## config.mk

```make
export PLATFORM = sky130hd
export DESIGN_NAME = dpbsi_ctrl_flat
export DESIGN_NICKNAME = d
export VERILOG_FILES = /design/src/pkg/dpbsi_pkg.sv /design/src/pkg/dpbsi_if.sv /design/src/hw/dpbsi_ctrl.sv /design/src/flat_wrapper.sv
export SDC_FILE = /design/constraint.sdc
export NUM_CORES = 1
export LEC_CHECK = 0
export BUFFER_PORTS_ARGS = -buffer_cell sky130_fd_sc_hd__clkbuf_2
export CAP_MARGIN = 20
export CORE_MARGIN = 1.5
export CORE_UTILIZATION = 29
export DETAILED_ROUTE_END_ITERATION = 7
export HOLD_SLACK_MARGIN = 0.12
export MAX_ROUTING_LAYER = met4
export RECOVER_POWER = 100
export SLEW_MARGIN = 20
export SYNTH_ARGS = -nofsm -noshare
export SYNTH_HDL_FRONTEND = slang
export SYNTH_HIERARCHICAL = 1
export SYNTH_SLANG_ARGS = --single-unit
```

## constraint.sdc

```tcl
create_clock -name sys_clk -period 14.8 [get_ports sys_clk]
set_input_delay 2.96 -clock sys_clk [delete_from_list [all_inputs] [get_ports sys_clk]]
set_output_delay 2.96 -clock sys_clk [all_outputs]
set_load 0.1 [all_outputs]
```

## src/pkg/dpbsi_pkg.sv

```systemverilog
// Shared constants, field layouts and helper functions of the burst SRAM link.
package dpbsi_pkg;
  // Link widths for the 18-bit configuration
  localparam int DATA_W = 18;
  localparam int LANE_W = 9;
  localparam int LANES = 2;
  localparam int ADDR_W = 21;
  localparam int BEATS = 4;
  localparam int BURST_W = DATA_W * BEATS;
  localparam int MASK_W = LANES * BEATS;
  // Array model holds a window of burst locations, indexed by low address bits
  localparam int ARR_BITS = 8;
  localparam int ARR_DEPTH = 1 << ARR_BITS;
  // Write buffer word: {address, lane selects, burst data}
  localparam int FIFO_DEPTH = 8;
  localparam int FW_MASK_LSB = BURST_W;
  localparam int FW_ADDR_LSB = BURST_W + MASK_W;
  localparam int FIFO_W = ADDR_W + MASK_W + BURST_W;
  // Quarter phases of the link clock made from sys_clk; the clock is high in RISE and HIGH
  localparam logic [1:0] PH_RISE = 2'h0;
  localparam logic [1:0] PH_HIGH = 2'h1;
  localparam logic [1:0] PH_FALL = 2'h2;
  localparam logic [1:0] PH_LOW = 2'h3;
  localparam logic [1:0] LAST_BEAT = 2'h3;

  // Replace only the lanes whose active-low select is asserted
  function automatic logic [DATA_W-1:0] merge(input logic [DATA_W-1:0] old_v,
                                              input logic [DATA_W-1:0] new_v,
                                              input logic [LANES-1:0] sel_n);
    logic [DATA_W-1:0] r;
    r = old_v;
    for (int i = 0; i < LANES; i++) begin
      if (!sel_n[i]) begin
        r[i*LANE_W +: LANE_W] = new_v[i*LANE_W +: LANE_W];
      end
    end
    return r;
  endfunction

  // One beat out of a four-beat burst word, beat 0 in the low bits
  function automatic logic [DATA_W-1:0] beat(input logic [BURST_W-1:0] w, input int idx);
    return w[idx*DATA_W +: DATA_W];
  endfunction

  // Lane selects belonging to one beat
  function automatic logic [LANES-1:0] lanes(input logic [MASK_W-1:0] m, input int idx);
    return m[idx*LANES +: LANES];
  endfunction
endpackage

```

## src/pkg/dpbsi_if.sv

```systemverilog
// Pin bundle between the memory controller and the burst SRAM.
`timescale 1ns/1ps
interface dpbsi_if;
  logic k;
  logic k_n;
  logic loop_bypass_n;
  logic read_port_select_n;
  logic write_port_select_n;
  logic [dpbsi_pkg::ADDR_W-1:0] addr;
  logic [dpbsi_pkg::DATA_W-1:0] d;
  logic [dpbsi_pkg::LANES-1:0] byte_lane_write_select_n;
  logic [dpbsi_pkg::DATA_W-1:0] q;
  logic q_oe;
  logic output_valid_flag;
  logic echo_strobe;
  logic echo_strobe_n;

  modport device (
    input k,
    input k_n,
    input loop_bypass_n,
    input read_port_select_n,
    input write_port_select_n,
    input addr,
    input d,
    input byte_lane_write_select_n,
    output q,
    output q_oe,
    output output_valid_flag,
    output echo_strobe,
    output echo_strobe_n
  );

  modport ctrl (
    output k,
    output k_n,
    output loop_bypass_n,
    output read_port_select_n,
    output write_port_select_n,
    output addr,
    output d,
    output byte_lane_write_select_n,
    input q,
    input q_oe,
    input output_valid_flag,
    input echo_strobe,
    input echo_strobe_n
  );
endinterface

```

## src/hw/dpbsi_ctrl.sv

```systemverilog
// Memory controller end: write buffer, link clock divider, access scheduler, read collector.
`timescale 1ns/1ps
module dpbsi_fifo #(
  parameter int WIDTH = 8,
  parameter int DEPTH = 8
) (
  input wire logic clk,
  input wire logic resetn,
  input wire logic in_valid,
  output logic in_ready,
  input wire logic [WIDTH-1:0] in_data,
  output logic out_valid,
  input wire logic out_ready,
  output logic [WIDTH-1:0] out_data
);
  localparam int PW = $clog2(DEPTH);
  logic [WIDTH-1:0] mem_reg [0:DEPTH-1];
  logic [PW-1:0] wp_reg;
  logic [PW-1:0] rp_reg;
  logic [PW:0] cnt_reg;

  // Full and empty straight from the occupancy count
  wire push = in_valid && in_ready;
  wire pop = out_valid && out_ready;
  assign in_ready = (cnt_reg != (PW+1)'(DEPTH));
  assign out_valid = (cnt_reg != '0);
  assign out_data = mem_reg[rp_reg];

  // Pointers wrap on the depth, which need not be a power of two
  always_ff @(posedge clk) begin
    if (!resetn) begin
      wp_reg <= '0;
      rp_reg <= '0;
      cnt_reg <= '0;
    end else begin
      if (push) begin
        wp_reg <= (wp_reg == PW'(DEPTH-1)) ? '0 : wp_reg + 1'b1;
      end
      if (pop) begin
        rp_reg <= (rp_reg == PW'(DEPTH-1)) ? '0 : rp_reg + 1'b1;
      end
      cnt_reg <= cnt_reg + (PW+1)'(push) - (PW+1)'(pop);
    end
  end

  // Storage needs no reset; only counted words are ever read
  always_ff @(posedge clk) begin
    if (push) begin
      mem_reg[wp_reg] <= in_data;
    end
  end
endmodule

module dpbsi_ctrl (
  input wire logic sys_clk,
  input wire logic resetn,
  input wire logic latency_long,
  input wire logic wr_req_valid,
  output logic wr_req_ready,
  input wire logic [dpbsi_pkg::ADDR_W-1:0] wr_req_addr,
  input wire logic [dpbsi_pkg::BURST_W-1:0] wr_req_data,
  input wire logic [dpbsi_pkg::MASK_W-1:0] wr_req_mask_n,
  input wire logic rd_req_valid,
  output logic rd_req_ready,
  input wire logic [dpbsi_pkg::ADDR_W-1:0] rd_req_addr,
  output logic rd_resp_valid,
  output logic [dpbsi_pkg::BURST_W-1:0] rd_resp_data,
  dpbsi_if.ctrl link
);
  typedef enum logic [1:0] {CW_IDLE, CW_B1, CW_B2, CW_B3} dpbsi_cw_state_t;

  dpbsi_cw_state_t cw_reg;
  logic [1:0] phase_reg;
  logic k_reg;
  logic kn_reg;
  logic slot_wr_reg;
  logic rps_n_reg;
  logic wps_n_reg;
  logic [dpbsi_pkg::ADDR_W-1:0] addr_reg;
  logic [dpbsi_pkg::DATA_W-1:0] d_reg;
  logic [dpbsi_pkg::LANES-1:0] m_reg;
  logic [dpbsi_pkg::FIFO_W-1:0] hold_reg;
  logic [dpbsi_pkg::DATA_W-1:0] q_s1_reg;
  logic [dpbsi_pkg::DATA_W-1:0] q_s2_reg;
  logic v_s1_reg;
  logic v_s2_reg;
  logic [1:0] rb_cnt_reg;
  logic [dpbsi_pkg::BURST_W-1:0] rb_data_reg;
  logic rsp_v_reg;
  logic [dpbsi_pkg::BURST_W-1:0] rsp_d_reg;
  logic fifo_valid;
  logic [dpbsi_pkg::FIFO_W-1:0] fifo_word;

  // Setup points sit mid-way in each half period so the device samples settled pins
  wire setup_pos = (phase_reg == dpbsi_pkg::PH_FALL);
  wire setup_neg = (phase_reg == dpbsi_pkg::PH_RISE);
  wire wr_go = setup_pos && slot_wr_reg && (cw_reg == CW_IDLE) && fifo_valid;
  wire rd_go = setup_pos && !slot_wr_reg && rd_req_valid;
  wire k_next = (phase_reg == dpbsi_pkg::PH_LOW) || (phase_reg == dpbsi_pkg::PH_RISE);
  wire [dpbsi_pkg::BURST_W-1:0] hold_data = hold_reg[dpbsi_pkg::BURST_W-1:0];
  wire [dpbsi_pkg::MASK_W-1:0] hold_mask =
    hold_reg[dpbsi_pkg::FW_MASK_LSB +: dpbsi_pkg::MASK_W];
  wire take_beat = (setup_pos || setup_neg) && v_s2_reg;

  // Writes queue here; the link drains one burst every other link cycle
  dpbsi_fifo #(
    .WIDTH(dpbsi_pkg::FIFO_W),
    .DEPTH(dpbsi_pkg::FIFO_DEPTH)
  ) u_wr_fifo (
    .clk(sys_clk),
    .resetn(resetn),
    .in_valid(wr_req_valid),
    .in_ready(wr_req_ready),
    .in_data({wr_req_addr, wr_req_mask_n, wr_req_data}),
    .out_valid(fifo_valid),
    .out_ready(wr_go),
    .out_data(fifo_word)
  );

  // Link clock pair from a divide-by-four of sys_clk
  // Reset parks the phase just ahead of a rise, so the first high period is full length
  always_ff @(posedge sys_clk) begin
    if (!resetn) begin
      phase_reg <= dpbsi_pkg::PH_LOW;
      k_reg <= 1'b0;
      kn_reg <= 1'b1;
    end else begin
      phase_reg <= phase_reg + 2'h1;
      k_reg <= k_next;
      kn_reg <= !k_next;
    end
  end

  // Access slots alternate, since the shared address bus carries one address per cycle
  always_ff @(posedge sys_clk) begin
    if (!resetn) begin
      slot_wr_reg <= 1'b0;
      rps_n_reg <= 1'b1;
      wps_n_reg <= 1'b1;
      addr_reg <= '0;
    end else if (setup_pos) begin
      slot_wr_reg <= !slot_wr_reg;
      rps_n_reg <= !rd_go;
      wps_n_reg <= !wr_go;
      if (wr_go) begin
        addr_reg <= fifo_word[dpbsi_pkg::FW_ADDR_LSB +: dpbsi_pkg::ADDR_W];
      end else if (rd_go) begin
        addr_reg <= rd_req_addr;
      end
    end
  end

  // Write beats: 0 and 2 ahead of true rises, 1 and 3 ahead of complement rises
  always_ff @(posedge sys_clk) begin
    if (!resetn) begin
      cw_reg <= CW_IDLE;
      d_reg <= '0;
      m_reg <= '1;
      hold_reg <= '0;
    end else if (wr_go) begin
      cw_reg <= CW_B1;
      hold_reg <= fifo_word;
      d_reg <= dpbsi_pkg::beat(fifo_word[dpbsi_pkg::BURST_W-1:0], 0);
      m_reg <= dpbsi_pkg::lanes(fifo_word[dpbsi_pkg::FW_MASK_LSB +: dpbsi_pkg::MASK_W], 0);
    end else if (setup_neg && cw_reg == CW_B1) begin
      cw_reg <= CW_B2;
      d_reg <= dpbsi_pkg::beat(hold_data, 1);
      m_reg <= dpbsi_pkg::lanes(hold_mask, 1);
    end else if (setup_pos && cw_reg == CW_B2) begin
      cw_reg <= CW_B3;
      d_reg <= dpbsi_pkg::beat(hold_data, 2);
      m_reg <= dpbsi_pkg::lanes(hold_mask, 2);
    end else if (setup_neg && cw_reg == CW_B3) begin
      cw_reg <= CW_IDLE;
      d_reg <= dpbsi_pkg::beat(hold_data, 3);
      m_reg <= dpbsi_pkg::lanes(hold_mask, 3);
    end
  end

  // Read pins come from the device's launch, so both pass two flops first
  always_ff @(posedge sys_clk) begin
    if (!resetn) begin
      q_s1_reg <= '0;
      q_s2_reg <= '0;
      v_s1_reg <= 1'b0;
      v_s2_reg <= 1'b0;
    end else begin
      q_s1_reg <= link.q;
      q_s2_reg <= q_s1_reg;
      v_s1_reg <= link.output_valid_flag;
      v_s2_reg <= v_s1_reg;
    end
  end

  // Collect four valid beats into one word; limitation: a lost beat shifts later bursts
  always_ff @(posedge sys_clk) begin
    if (!resetn) begin
      rb_cnt_reg <= '0;
      rb_data_reg <= '0;
      rsp_v_reg <= 1'b0;
      rsp_d_reg <= '0;
    end else begin
      rsp_v_reg <= take_beat && (rb_cnt_reg == dpbsi_pkg::LAST_BEAT);
      if (take_beat) begin
        rb_cnt_reg <= rb_cnt_reg + 2'h1;
        rb_data_reg[int'(rb_cnt_reg)*dpbsi_pkg::DATA_W +: dpbsi_pkg::DATA_W] <= q_s2_reg;
        if (rb_cnt_reg == dpbsi_pkg::LAST_BEAT) begin
          rsp_d_reg <= {q_s2_reg, rb_data_reg[dpbsi_pkg::BURST_W-dpbsi_pkg::DATA_W-1:0]};
        end
      end
    end
  end

  // Pin and user outputs
  assign rd_req_ready = setup_pos && !slot_wr_reg;
  assign rd_resp_valid = rsp_v_reg;
  assign rd_resp_data = rsp_d_reg;
  assign link.k = k_reg;
  assign link.k_n = kn_reg;
  assign link.loop_bypass_n = latency_long;
  assign link.read_port_select_n = rps_n_reg;
  assign link.write_port_select_n = wps_n_reg;
  assign link.addr = addr_reg;
  assign link.d = d_reg;
  assign link.byte_lane_write_select_n = m_reg;
endmodule

```

## src/flat_wrapper.sv

```systemverilog
// flat-port wrapper written by rule: the top's interface ports become plain ports
module dpbsi_ctrl_flat 
  (sys_clk, resetn, latency_long, wr_req_valid, wr_req_ready, wr_req_addr, wr_req_data, wr_req_mask_n, rd_req_valid, rd_req_ready, rd_req_addr, rd_resp_valid, rd_resp_data, link_k, link_k_n, link_loop_bypass_n, link_read_port_select_n, link_write_port_select_n, link_addr, link_d, link_byte_lane_write_select_n, link_q, link_q_oe, link_output_valid_flag, link_echo_strobe, link_echo_strobe_n);
  dpbsi_if link_i ();
  input wire logic sys_clk;
  input wire logic resetn;
  input wire logic latency_long;
  input wire logic wr_req_valid;
  output logic wr_req_ready;
  input wire logic [dpbsi_pkg::ADDR_W-1:0] wr_req_addr;
  input wire logic [dpbsi_pkg::BURST_W-1:0] wr_req_data;
  input wire logic [dpbsi_pkg::MASK_W-1:0] wr_req_mask_n;
  input wire logic rd_req_valid;
  output logic rd_req_ready;
  input wire logic [dpbsi_pkg::ADDR_W-1:0] rd_req_addr;
  output logic rd_resp_valid;
  output logic [dpbsi_pkg::BURST_W-1:0] rd_resp_data;
  output wire logic [$bits(link_i.k)-1:0] link_k;
  output wire logic [$bits(link_i.k_n)-1:0] link_k_n;
  output wire logic [$bits(link_i.loop_bypass_n)-1:0] link_loop_bypass_n;
  output wire logic [$bits(link_i.read_port_select_n)-1:0] link_read_port_select_n;
  output wire logic [$bits(link_i.write_port_select_n)-1:0] link_write_port_select_n;
  output wire logic [$bits(link_i.addr)-1:0] link_addr;
  output wire logic [$bits(link_i.d)-1:0] link_d;
  output wire logic [$bits(link_i.byte_lane_write_select_n)-1:0] link_byte_lane_write_select_n;
  input wire logic [$bits(link_i.q)-1:0] link_q;
  input wire logic [$bits(link_i.q_oe)-1:0] link_q_oe;
  input wire logic [$bits(link_i.output_valid_flag)-1:0] link_output_valid_flag;
  input wire logic [$bits(link_i.echo_strobe)-1:0] link_echo_strobe;
  input wire logic [$bits(link_i.echo_strobe_n)-1:0] link_echo_strobe_n;
  assign link_k = link_i.k;
  assign link_k_n = link_i.k_n;
  assign link_loop_bypass_n = link_i.loop_bypass_n;
  assign link_read_port_select_n = link_i.read_port_select_n;
  assign link_write_port_select_n = link_i.write_port_select_n;
  assign link_addr = link_i.addr;
  assign link_d = link_i.d;
  assign link_byte_lane_write_select_n = link_i.byte_lane_write_select_n;
  assign link_i.q = link_q;
  assign link_i.q_oe = link_q_oe;
  assign link_i.output_valid_flag = link_output_valid_flag;
  assign link_i.echo_strobe = link_echo_strobe;
  assign link_i.echo_strobe_n = link_echo_strobe_n;
  dpbsi_ctrl u_core (.sys_clk(sys_clk), .resetn(resetn), .latency_long(latency_long), .wr_req_valid(wr_req_valid), .wr_req_ready(wr_req_ready), .wr_req_addr(wr_req_addr), .wr_req_data(wr_req_data), .wr_req_mask_n(wr_req_mask_n), .rd_req_valid(rd_req_valid), .rd_req_ready(rd_req_ready), .rd_req_addr(rd_req_addr), .rd_resp_valid(rd_resp_valid), .rd_resp_data(rd_resp_data), .link(link_i));
endmodule
```

==> results.sh <==
export IMPL_vias=22600
export IMPL_violations="max-capacitance violations, max-slew violations"
export IMPL_slew_violations=1004
export IMPL_die_x_um=383
export IMPL_hold_buffers=0
export IMPL_crit_path_cell_trace="clkbuf_2 > nand3_1 > nor2_1 > clkbuf_1 > clkbuf_1"
export IMPL_dieArea_mm2=0.146
export IMPL_total_power_mw=6.99
export IMPL_yosysTopAreaCell="edfxtp_1"
export IMPL_grt_pass1_wl_mm=153
export IMPL_crit_type="in2reg"
export IMPL_antenna_found_initial=33
export IMPL_synth_area_leaders="edfxtp_1, dfxtp_1, mux4_2"
export IMPL_cts_buffer_depth=3
export IMPL_ys_ff_latch=1097
export IMPL_hold_violations=0
export IMPL_drt_wirelength_per_cell_um=22.1
export IMPL_rsz0062_at_grt="no"
export IMPL_fin_crit_sh=0.667
export IMPL_cp_required_ps=15020
export IMPL_run_status="finished with violations"
export IMPL_dp_cells=4550
export IMPL_grt_usage=0.146
export IMPL_io_pins=270
export IMPL_netSwitchingPower_mw=1.64
export IMPL_cp_data_arrival_time_ps=10090
export IMPL_leakagePower_nw=15.0
export IMPL_synth_edf_count=808
export IMPL_ys_top_cells_by_count="edfxtp_1, nand2_1, dfxtp_1, mux4_2, a21oi_1"
export IMPL_swShare=0.235
export IMPL_tightestPinTransition_ps=8260
export IMPL_synth_cells=2509
export IMPL_cts_setup_buffers=0
export IMPL_finalInstanceArea_mm2=0.0486
export IMPL_yosysUniqueCellTypes=64
export IMPL_insertion_delay_ps=730
export IMPL_power_density_mw_per_mm2=144
export IMPL_combPwrFrac=0.074
export IMPL_synth_area_per_cell_um2=16.7
export IMPL_finalWorstSetupSlack_ps=4930
export IMPL_fin_setup_tns_ps=0
export IMPL_final_nets=2935
export IMPL_cp_end_kind="flop"
export IMPL_post_place_ws_ps=8630
export IMPL_rows=139
export IMPL_synth_sequential_area_ratio=0.719
export IMPL_seq_power_share=0.504
export IMPL_drive_above_1_share=0.201
export IMPL_grt_max_degree=149
export IMPL_cts_root_buf="clkbuf_16"
export IMPL_nFillCells=13900
export IMPL_start_util=0.292
export IMPL_firstDrtPassIters=5
export IMPL_crit_fanout=46
export IMPL_die_h_um=383
export IMPL_synth_top_area_frac=0.581
export IMPL_place_gp_congestion=0.814
export IMPL_ant_nets=0
export IMPL_vias_per_cell=4.72
export IMPL_synth_area_mm2=0.0418
export IMPL_max_stage_delay_ps=2930
export IMPL_finalClockSkew_ps=32.2
export IMPL_async_reset_ff_frac=0
export IMPL_cts_resized=0
export IMPL_critPathSlowestCell="clkbuf_1"
export IMPL_cp_start_kind="input port"
export IMPL_relSlewSlack=-4.51
export IMPL_setup_viol=0
export IMPL_ys_flop_type="edfxtp_1"
export IMPL_final_cells=4794
export IMPL_max_freq_ghz=0.101
export IMPL_crit_family="buffers and inverters"
export IMPL_routed_wirelength_mm=106
export IMPL_clk_pin_slew_ps=60
export IMPL_htree_levels=3
export IMPL_irDropWorstVdd_mv=0.139
export IMPL_drc=0
export IMPL_area_growth_pct=16.4
export IMPL_synth_nets=2676
export IMPL_yosysWarnings=6
export IMPL_portBuffers=264
export IMPL_drv_cap=20
export IMPL_core_area_mm2=0.143
export IMPL_post_synth_top_count_cell="edfxtp_1"
export IMPL_hold_path_class="reg2reg"
export IMPL_critical_path_most_common_cell="clkbuf_1"
export IMPL_dpl_cell_area_mm2=0.0450
export IMPL_cts_buffers=118
export IMPL_drtIter0Drc=1777
export IMPL_path_buf_inv=3
export IMPL_dp_final_hpwl_mm=62.8
export IMPL_cts_sinks=1097
export IMPL_grt_pass1_vias=22600
export IMPL_p_clk_frac=0.422
export IMPL_largest_reg_flops=808
export IMPL_internal_power_mw=5.35
export IMPL_fin_crit_ps=9870
export IMPL_cts_tree="done"
export IMPL_grt_overflow=0
-- path summary, 6_finish.rpt --
kind	to	cells after the start	startpoint	slack [ps]
worst min register to register	u_core/phase_reg[0]$_SDFF_PN1_	1	u_core/phase_reg[0]$_SDFF_PN1_	380
worst max-delay path	u_core/u_wr_fifo/mem_reg[3][44]$_DFFE_PP_	5	wr_req_valid	4930
worst max register to register	u_core/u_wr_fifo/mem_reg[3][44]$_DFFE_PP_	7	u_core/u_wr_fifo/cnt_reg[2]$_SDFF_PN0_	6460
worst min-delay path	u_core/phase_reg[0]$_SDFF_PN1_	1	u_core/phase_reg[0]$_SDFF_PN1_	380
-- per-stage QoR --
| step | hold slack, ps | util |
|---|---|---|
| CTS | 387 | 0.342 |
| global route | 419 | 0.339 |
| detailed placement | 371 | 0.314 |
| finish | 385 | 0.339 |
| global placement | 365 | 0.314 |
| floorplan | 358 | - |
-- cell type report --
class	count	area, um2	share of cell area
antenna	22	55.1	0.00113
clock buffer	151	3290	0.0677
clock inverter	70	648	0.0133
inverter	13	52.6	0.00108
multi-input combinational	1236	10800	0.223
sequential	1097	30100	0.618
tap	1903	2380	0.0490
timing repair buffer	302	1300	0.0268
-- power by group through the flow --
stage | sequential [mW] | clock (mW) | combinational, mW
finish | 3.52 | 2.95 | 0.519
global route | 3.54 | 3.15 | 0.559
CTS | 3.50 | 3.03 | 0.544
detailed placement | 3.56 | 0 | 0.543
global placement | 3.55 | 0 | 0.536
floorplan | 3.64 | 0 | 0.277
-- per-layer routing --
metal,vias to the layer above,GRT usage,part of all wire
met5,-,-,0
met4,0,0.0359,0.022
met3,169,0.0423,0.071
met2,606,0.231,0.48
met1,11600,0.185,0.43
li1,10200,-,-
-- kinds of logic after synthesis --
logic type,after synthesis,synth area share
AOI/OAI and AO/OA,358,0.0510
xor gates and xnor gates,2,0.000419
DFF,1097,0.719
adders and majority gates,18,0.00557
buffers and inverters,176,0.0222
muxes,352,0.149
and+or+nand+nor,506,0.0532
-- cells in the final DEF, fill, tap and decap left out, types with 12 or more instances in the layout --
| cell type | instances |
|---|---|
| edfxtp_1 | 808 |
| clkbuf_16 | 123 |
| diode_2 | 22 |
| and3_1 | 12 |
| nand2_1 | 342 |
| dfxtp_1 | 286 |
| mux2_2 | 104 |
| nor3_1 | 12 |
| a211o_1 | 15 |
| mux4_2 | 204 |
| buf_4 | 20 |
| o21ai_0 | 46 |
| a21oi_1 | 195 |
| a22oi_1 | 43 |
| a211oi_1 | 13 |
| clkinv_1 | 15 |
| mux2i_1 | 44 |
| clkinv_2 | 22 |
| ha_1 | 17 |
| nor2_1 | 48 |
| and2_1 | 25 |
| clkbuf_2 | 42 |
| and2_0 | 17 |
| clkbuf_1 | 255 |
(Power assumes the default switching activity.)
